--- src/rtl/rsx_defs.svh ---
// Constants for the return stack instruction execution block
`ifndef RSX_DEFS_SVH
`define RSX_DEFS_SVH

`define RSX_OP_DISCARD   16'h0006
`define RSX_OP_SAVE      16'h0005
`define RSX_OP_SWRESET   16'h00FF
`define RSX_OP_RETURN_HI 15'h0009
`define RSX_RELATIVE_SUBROUTINE_CALL_TOP    5'h1B
`define RSX_PC_STEP      21'h00_0002
`define RSX_PC_RESET     21'h00_0000
`define RSX_QPHASES      2'h3

`endif

--- src/rtl/rsx_pkg.sv ---
// Types for the return stack instruction execution block
package rsx_pkg;
	typedef enum logic [1:0] {
		RSX_OP_NONE_TYPE_UNUSED_IS_NOT_ALLOWED = 2'h0
	} rsx_unused_type;
	typedef enum {
		RSX_EXEC,
		RSX_FLUSH
	} rsx_state_type;
endpackage

--- src/rtl/rsx_stack_if.sv ---
// Stack port carried between the executor and the stack store
interface rsx_stack_if #(parameter int AW = 21);
	logic          push;
	logic          pop;
	logic          write_head;
	logic [AW-1:0] push_data;
	logic [AW-1:0] head;
	logic          clear;
	modport exec  (output push, pop, write_head, push_data, clear, input head);
	modport store (input push, pop, write_head, push_data, clear, output head);
endinterface

--- src/rtl/rsx_exec.sv ---
// Execution of discard, save, relative call, return and software reset
`include "rsx_defs.svh"
module rsx_exec
	import rsx_pkg::*;
#(
	parameter int AW    = 21,
	parameter int DEPTH = 31
) (
	input  wire logic          clk_i,
	input  wire logic          resetn_i,
	input  wire logic [15:0]   instr_i,
	input  wire logic          instr_valid_i,
	input  wire logic          head_write_i,
	input  wire logic [AW-1:0] head_data_i,
	output logic      [AW-1:0] pc_o,
	output logic      [AW-1:0] stack_head_value_o,
	output logic               flush_o,
	output logic               soft_reset_o,
	output logic      [1:0]    qphase_o
);
	initial begin
		if (AW < 12) $error("rsx_exec: AW too small");
	end

	// ----------------------------------------
	// Decode
	// ----------------------------------------
	rsx_state_type  state_q;
	logic [AW-1:0]  pc_q;
	logic           reset_req_q;
	wire logic      exec_ok;
	wire logic      is_discard;
	wire logic      is_save;
	wire logic      is_call;
	wire logic      is_ret;
	wire logic      is_swreset;
	wire logic [AW-1:0] pc_next;
	wire logic [AW-1:0] pc_target;

	assign exec_ok    = instr_valid_i && state_q == RSX_EXEC && !reset_req_q;
	assign is_discard = exec_ok && instr_i == `RSX_OP_DISCARD;
	assign is_save    = exec_ok && instr_i == `RSX_OP_SAVE;
	assign is_call    = exec_ok && instr_i[15:11] == `RSX_RELATIVE_SUBROUTINE_CALL_TOP;
	assign is_ret     = exec_ok && instr_i[15:1] == `RSX_OP_RETURN_HI;
	assign is_swreset = exec_ok && instr_i == `RSX_OP_SWRESET;

	rsx_stack_if #(.AW(AW)) st ();

	rsx_pcadd #(.AW(AW)) u_add (
		.base_i    (pc_q),
		.off_i     (instr_i[10:0]),
		.use_off_i (is_call),
		.next_o    (pc_next),
		.target_o  (pc_target)
	);

	// ----------------------------------------
	// Stack control
	// ----------------------------------------
	assign st.push       = is_save || is_call;
	assign st.pop        = is_discard || is_ret;
	assign st.write_head = head_write_i && !st.push && !st.pop;
	assign st.push_data  = st.push ? pc_next : head_data_i;
	assign st.clear      = reset_req_q;

	rsx_stack #(.AW(AW), .DEPTH(DEPTH)) u_stack (
		.clk_i    (clk_i),
		.resetn_i (resetn_i),
		.st       (st)
	);

	// ----------------------------------------
	// Program counter and sequencing
	// ----------------------------------------
	always_ff @(posedge clk_i) begin
		if (!resetn_i || reset_req_q) begin
			pc_q        <= AW'(`RSX_PC_RESET);
			state_q     <= RSX_EXEC;
			reset_req_q <= 1'b0;
			flush_o     <= 1'b0;
		end else begin
			reset_req_q <= is_swreset;
			flush_o     <= is_call || is_ret;
			if (is_call) begin
				pc_q    <= {pc_target[AW-1:1], 1'b0};
				state_q <= RSX_FLUSH;
			end else if (is_ret) begin
				pc_q    <= {st.head[AW-1:1], 1'b0};
				state_q <= RSX_FLUSH;
			end else if (state_q == RSX_FLUSH) begin
				state_q <= RSX_EXEC;
			end else if (exec_ok) begin
				pc_q <= {pc_next[AW-1:1], 1'b0};
			end
		end
	end

	always_ff @(posedge clk_i) begin
		if (!resetn_i) begin
			qphase_o           <= 2'h0;
			stack_head_value_o <= '0;
			soft_reset_o       <= 1'b0;
		end else begin
			qphase_o           <= qphase_o + 2'h1;
			stack_head_value_o <= st.head;
			soft_reset_o       <= is_swreset;
		end
	end
	assign pc_o = pc_q;
endmodule // rsx_exec

--- src/rtl/rsx_pcadd.sv ---
// Program counter adder: base plus step plus doubled signed offset
`include "rsx_defs.svh"
module rsx_pcadd #(
	parameter int AW = 21
) (
	input  wire logic [AW-1:0] base_i,
	input  wire logic [10:0]   off_i,
	input  wire logic          use_off_i,
	output wire logic [AW-1:0] next_o,
	output wire logic [AW-1:0] target_o
);
	wire logic [AW-1:0] off2;
	assign off2     = use_off_i ? AW'({{(AW-11){off_i[10]}}, off_i, 1'b0} ) : '0;
	assign next_o   = base_i + AW'(`RSX_PC_STEP);
	assign target_o = next_o + off2;
endmodule // rsx_pcadd

--- src/rtl/rsx_stack.sv ---
// Return stack storage in flip-flops
module rsx_stack #(
	parameter int AW    = 21,
	parameter int DEPTH = 31
) (
	input  wire logic       clk_i,
	input  wire logic       resetn_i,
	rsx_stack_if.store      st
);
	localparam int PW = $clog2(DEPTH + 1);
	logic [AW-1:0] mem_q [DEPTH];
	logic [PW-1:0] ptr_q;
	initial begin
		if (DEPTH < 2) $error("rsx_stack: DEPTH too small");
	end
	assign st.head = (ptr_q == '0) ? '0 : mem_q[ptr_q - PW'(1)];
	always_ff @(posedge clk_i) begin
		if (!resetn_i || st.clear) begin
			ptr_q <= '0;
		end else if (st.push && ptr_q != PW'(DEPTH)) begin
			mem_q[ptr_q] <= st.push_data;
			ptr_q        <= ptr_q + PW'(1);
		end else if (st.pop && ptr_q != '0) begin
			ptr_q <= ptr_q - PW'(1);
		end else if (st.write_head && ptr_q != '0) begin
			mem_q[ptr_q - PW'(1)] <= st.push_data;
		end
	end
endmodule // rsx_stack

--- config.mk ---
export PLATFORM = sky130hd
export DESIGN_NAME = rsx_exec
export DESIGN_NICKNAME = d
export VERILOG_FILES = /design/src/rtl/rsx_pkg.sv /design/src/rtl/rsx_stack_if.sv /design/src/rtl/rsx_exec.sv /design/src/rtl/rsx_pcadd.sv /design/src/rtl/rsx_stack.sv
export VERILOG_INCLUDE_DIRS = /design/src /design/src/rtl
export SDC_FILE = /design/constraint.sdc
export NUM_CORES = 1
export LEC_CHECK = 0
export ABC_AREA = 1
export ABC_CLOCK_PERIOD_IN_PS = 5100
export BUFFER_PORTS_ARGS = -buffer_cell sky130_fd_sc_hd__buf_2
export CORE_MARGIN = 10
export CORE_UTILIZATION = 55
export CTS_CLUSTER_SIZE = 20
export DETAILED_ROUTE_END_ITERATION = 10
export GPL_ROUTABILITY_DRIVEN = 0
export HOLD_SLACK_MARGIN = 0.08
export PLACE_DENSITY = 0.72
export SKIP_CTS_REPAIR_TIMING = 1
export SYNTH_ARGS = -nofsm -noshare
export SYNTH_HDL_FRONTEND = slang
export SYNTH_SLANG_ARGS = --single-unit
--- constraint.sdc ---
create_clock -name clk_i -period 5.1 [get_ports clk_i]
set_input_delay 0 -clock clk_i [delete_from_list [all_inputs] [get_ports clk_i]]
set_output_delay 0 -clock clk_i [all_outputs]
set_load 0.005 [all_outputs]
==> results of run 1 <==
## how the worst max path moves through the flow
stage	to	slack [ps]
3_3_place_gp	pc_o[16]	1190
5_1_grt	u_stack.mem_q[18][16]	360
6_report	u_stack.mem_q[18][0]	600
2_1_floorplan	u_stack.mem_q[12][0]	1620
3_5_place_dp	pc_o[16]	1170
4_1_cts	pc_o[19]	1130
## final cells by class
cell class	count	area, sq um	area share
clock buffer	88	1880	0.0549
clock inverter	34	305	0.00890
inverter	120	464	0.0135
multi-input combinational	1883	9060	0.264
sequential	703	20600	0.600
tap	748	936	0.0273
timing repair buffer	153	1050	0.0308
## cell usage after synthesis (all sizes together)
cell type    n  area (sq um)
nand2      851          3240
edfxtp     651         19500
nand3      609          3140
nor2       131           534
inv        120           450
buf         93           483
a21oi       83           415
o21ai       71           397
clkbuf      62           233
dfxtp       52          1040
ha          24           300
o211ai      20           150
nor3        18          90.1
nand4       13           118
xor2        13           133
and2         8          50.1
nand3b       8          60.1
or2          7          43.8
o21a         5          37.5
o22ai        4          25.0
xnor2        4          35.0
nor4         3          18.8
o21bai       3          22.5
o221ai       2          17.5
a21o         1          7.51
a31oi        1          6.26
conb         1          3.75
fa           1          20.0
nor3b        1          12.5
o211a        1          10.0
## flip-flops by register name, indices dropped and copies added, names as in the netlist
signal,count
u_stack.mem_q,651
pc_o,20
soft_reset_o,1
flush_o,1
qphase_o,2
stack_head_value_o,21
state_q,1
reset_req_q,1
u_stack.ptr_q,5
## power breakdown
part           total (W)  switching, W  leakage [nW]  internal [W]
clock            0.00503       0.00215          1.08       0.00288
sequential       0.00634     0.0000232          6.28       0.00632
combinational   0.000537      0.000398          5.38      0.000139
## through the flow
stage	instances	hold WS [ps]	util	setup slack, ps	power [W]
after global routing	3729	84.8	0.623	361	0.0122
after CTS	3711	-302	0.618	1130	0.0119
after detailed placement	3589	333	0.579	1170	0.00697
after floorplan	2861	175	-	1620	0.00676
final	3729	71.0	0.623	601	0.0119
after global placement	3589	336	0.579	1190	0.00696
## cells by family after synthesis
| logic type | synth area share |
|---|---|
| other | 0.000122 |
| buffers and inverters | 0.0381 |
| AND/OR/NAND/NOR | 0.238 |
| XOR/XNOR | 0.00547 |
| flip-flops | 0.672 |
| adder cells (fa/ha/maj) | 0.0105 |
| AO/OA/AOI/OAI | 0.0355 |
## worst reg2reg max path: stages, from the launching register on
cell	delay [ps]
dfxtp_1	340
inv_1	60
nand2_2	440
inv_2	370
nand4_4	160
dlygate4sd3_1	610
nor2_4	60
nor2_2	260
nand2_4	220
nand2_1	110
nand2_1	110
inv_1	130
nand3_2	280
nor2_2	700
buf_4	330
## layer usage
layer | global-route usage | up-vias | part of all wire | routed length, microns
met2 | 0.390 | 1447 | 0.46 | 38400
li1 | - | 10100 | - | -
met3 | 0.0505 | 235 | 0.11 | 9280
met1 | 0.334 | 10800 | 0.39 | 32900
met4 | 0.115 | 0 | 0.040 | 3390
met5 | 0 | - | 0 | 0
==> metrics.txt, run 1 <==
Yosys reg bits=around 700; effective utilization at floorplan=0.556; number of CTS-inserted buffers=between 70 and 80; First DRT Iteration DRCs=2765; most frequent cells in the layout=836 x nand2_1, 651 x edfxtp_1, 594 x nand3_1; via count of the routed design=between 20000 and 25000; capturing element type of the critical path=register; Mapped Nets=about 3000; final critical delay including setup and external delays=approximately 4500 ps; worst hold path cell count=7; placement-stage cell area=0.0319 sq mm; largest net degree at the start of global routing=210; mean number of vias per cell=slightly above 6; number of filler cells placed in the layout=~4300; iteration count of the initial detailed-routing pass=6; critical path cell sequence=inv_1 > nand2_2 > inv_2 > nand4_4 > dlygate4sd3_1 > nor2_4 > nor2_2 > nand2_4 > nand2_1 > nand2_1 > inv_1 > nand3_2 > nor2_2 > buf_4; crit path kind=register to register; setup repair after global routing missed its margin=false; # DRC=0; clock buffer depth=3; master cell of the clock root buffer=clkbuf_16; number of setup violations in the final report=0; number of placement rows=86; largest voltage drop on the vdd net=0.225 mV; number of warnings issued by yosys=0; Final TNS setup=0 ps; hold path startpoint=instr_i[12]; GR Overflow Total=0; via count of the first global-routing pass=21800; Pwr per Cell Area=between 300 and 400 mW/mm^2; post-synthesis cell area=a little over 0.03 sq mm; Final Instance Area=around 0.034 sq mm; overall die area=between 0.06 and 0.07 sq mm; wirelength, routed=84000 microns; Hold Path Class=input pin to register; top achievable clock speed=between 0.2 and 0.25 GHz; worst clock skew=26.0 ps; Endpoint, Worst Hold=pc_o[3]; FF-to-FF setup slack=approximately 600 ps; clock transition at the registers of the reported paths=~60 ps; worst setup path startpoint=reset_req_q; Data arrival, critical path=~4800 ps; result of the run=complete, no violations; final count of hold timing violations=0; Antenna diodes=0; overall die height=between 200 and 300 microns; depth of the worst register-to-register path=14; critical path's largest stage delay=around 700 ps; count of pins on the block boundary=just under 90; HPWL Detailed=a little over 50000 microns; transition at the pin with the smallest max-transition slack=1390 ps; layout cell share with drive strength beyond 1=0.117; slowest stage cell on the critical path=nor2_2; CP Data Required Time=roughly 5400 ps; Avg WL per Cell=22.5 microns; leakage=12.7 nW; sequential share of the synthesized area=0.672; insertion delay of the later-clocked pin in the worst-skew pair=610 ps; Crit path buffers/inverters=5; CTS H-tree depth=3; final critical-path share of the clock period=0.882; max-slew violation total from the final report=0; antenna violations before repair=0; Routed Antenna Nets=0; number of clock sinks seen by CTS=703; startpoint type of the worst setup path=register; count of cell instances traversed by the critical path=14; largest driver fanout on the critical path=25; origin of the critical flop-to-flop path=reset_req_q; most common cell after layout, fill and taps aside=nand2_1; Area Overhead vs Synth=11.9%; Layout Nets=~3000; Port Buffers=85; chip width=256 microns; CORE AREA=between 0.05 and 0.06 sq mm; number of maximum-capacitance constraint violations=0; mean cell area of the mapped netlist=around 11 sq um; number of distinct library cell variants in the gate-level netlist after synthesis=46; first-pass GRT wire length=128000 microns; all-layer global routing usage=0.250; TritonCTS clock tree=yes; Max-slew headroom=0.0678; kind of cell adding the most delay to the critical path=simple AND/OR/NAND/NOR gates; Reg2Reg Capture Point=u_stack.mem_q[18][0]; synthesized instance count=~2900
(Power assumes the default switching activity.)
==> run 2, diff against run 1 <==
ABC_CLOCK_PERIOD_IN_PS = 5700   (was 5100)
clock period = 5.7 ns   (was 5.1 ns; I/O delays follow)
==> metrics.txt, run 2 (same netlist as run 1, synthesis figures left out) <==
overall die area=approximately 0.066 sq mm; global route hottest layer=met2; Area Overhead vs Synth=12.3%; Max-slew headroom=0.0852; first-pass GRT wire length=~130000 microns; TritonCTS clock tree=yes; Final TNS setup=0 ps; GR Overflow Total=0; Port Buffers=85; number of filler cells placed in the layout=4220; layout cell share with drive strength beyond 1=0.119; count of pins on the block boundary=87; Antenna diodes=0; GR Util met2=0.406; CORE AREA=0.0551 sq mm; Avg WL per Cell=~23 microns; result of the run=complete, no violations; number of setup violations in the final report=0; via count of the first global-routing pass=around 22000; Routed Antenna Nets=0; Worst Setup Slack, final=approximately 1400 ps; # DRC=0; Data arrival, critical path=4570 ps; First DRT Iteration DRCs=between 2000 and 3000; top achievable clock speed=0.231 GHz; all-layer global routing usage=0.252; crit path kind=register to register; register with the most flip-flops=u_stack.mem_q; clock transition at the registers of the reported paths=approximately 60 ps; effective utilization at floorplan=0.556; mean number of vias per cell=around 6; HPWL Detailed=around 50000 microns; met1 GRT Util=0.327; insertion delay of the later-clocked pin in the worst-skew pair=between 600 and 700 ps; Hold Path Class=input pin to register; worst slack after detailed placement=1510 ps; final critical-path share of the clock period=0.760; number of maximum-capacitance constraint violations=0; number of CTS-inserted buffers=72; max-slew violation total from the final report=0; multi-input gate area in the final layout=around 0.009 sq mm; setup repair after global routing missed its margin=false; most common cell after layout, fill and taps aside=nand2_1; chip width=around 260 microns; CP Data Required Time=approximately 5900 ps; CTS H-tree depth=3; startpoint type of the worst setup path=register; Pwr per Cell Area=between 300 and 400 mW/mm^2; leakage=around 13 nW; FF-to-FF setup slack=1370 ps; via count of the routed design=22500; clock buffer depth=3; number of placement rows=86; antenna violations before repair=2; largest net degree at the start of global routing=approximately 220; capturing element type of the critical path=register; number of clock sinks seen by CTS=703; largest voltage drop on the vdd net=0.241 mV; worst clock skew=about 20 ps; largest driver fanout on the critical path=31; final count of hold timing violations=0; overall die height=256 microns; transition at the pin with the smallest max-transition slack=around 1400 ps; most frequent cells in the layout=836 x nand2_1, 651 x edfxtp_1, 594 x nand3_1; master cell of the clock root buffer=clkbuf_16; met3 routing resource usage after global routing=0.0531; iteration count of the initial detailed-routing pass=6; Layout Nets=3000; Reg area=between 0.02 and 0.025 sq mm; wirelength, routed=84500 microns; Largest register FFs=about 650; final critical delay including setup and external delays=between 4000 and 5000 ps
run 2: cell types whose count changed in the layout (fill, tap and decap cells not counted), moves of 2 or more:
| cell | change |
|---|---|
| buf_4 | +8 |
| bufinv_16 | +2 |
| clkbuf_8 | +3 |
| clkinv_1 | +6 |
| clkinv_2 | -5 |
| clkinv_8 | +3 |
| dlygate4sd3_1 | -3 |
| inv_6 | -4 |
| o21ai_2 | +3 |
| o21ai_4 | -3 |
run 2: path summary, 6_finish.rpt:
path,from,end,cells past startpoint
setup / recovery,reset_req_q,u_stack.mem_q[17][2],9
setup reg to reg,reset_req_q,u_stack.mem_q[17][2],9
hold / removal,head_data_i[11],u_stack.mem_q[1][11],4
hold reg to reg,qphase_o[0],qphase_o[0],1
run 2: power breakdown:
group          switching [W]  internal [W]
Sequential         0.0000176       0.00565
Clock                0.00195       0.00275
Combinational       0.000363      0.000121
run 2: layer usage:
layer | part of all wire | up-vias
met5 | 0.00017 | -
met4 | 0.038 | 2
met3 | 0.10 | 206
met2 | 0.47 | 1318
met1 | 0.39 | 10800
li1 | - | 10100
run 2: worst max-delay path, cell delays in order (launching register included):
cell and delay [ps]:
dfxtp_1 340, inv_1 60, nand2_2 410, inv_2 300, nand2_1 590, nand2_4 240, inv_1 700, buf_4 340
nand2_1 70, nand2_1 850
run 2: through the flow:
step / power [W] / hold WS, ps / instances / area, sq um / util
after floorplan: 0.00605 / 175 / 2861 / 30600 / -
after global placement: 0.00624 / 338 / 3596 / 31900 / 0.579
after detailed placement: 0.00625 / 339 / 3596 / 31900 / 0.579
after CTS: 0.0109 / -304 / 3726 / 34300 / 0.622
after global routing: 0.0111 / 97.8 / 3738 / 34400 / 0.624
final: 0.0109 / 82.0 / 3738 / 34400 / 0.624
run 2: final cells by class:
| type | instances | share of cell area |
|---|---|---|
| clock buffer | 93 | 0.0568 |
| inverter | 120 | 0.0135 |
| tap | 748 | 0.0272 |
| sequential | 703 | 0.599 |
| clock inverter | 37 | 0.0116 |
| timing repair buffer | 154 | 0.0294 |
| multi-input combinational | 1883 | 0.263 |
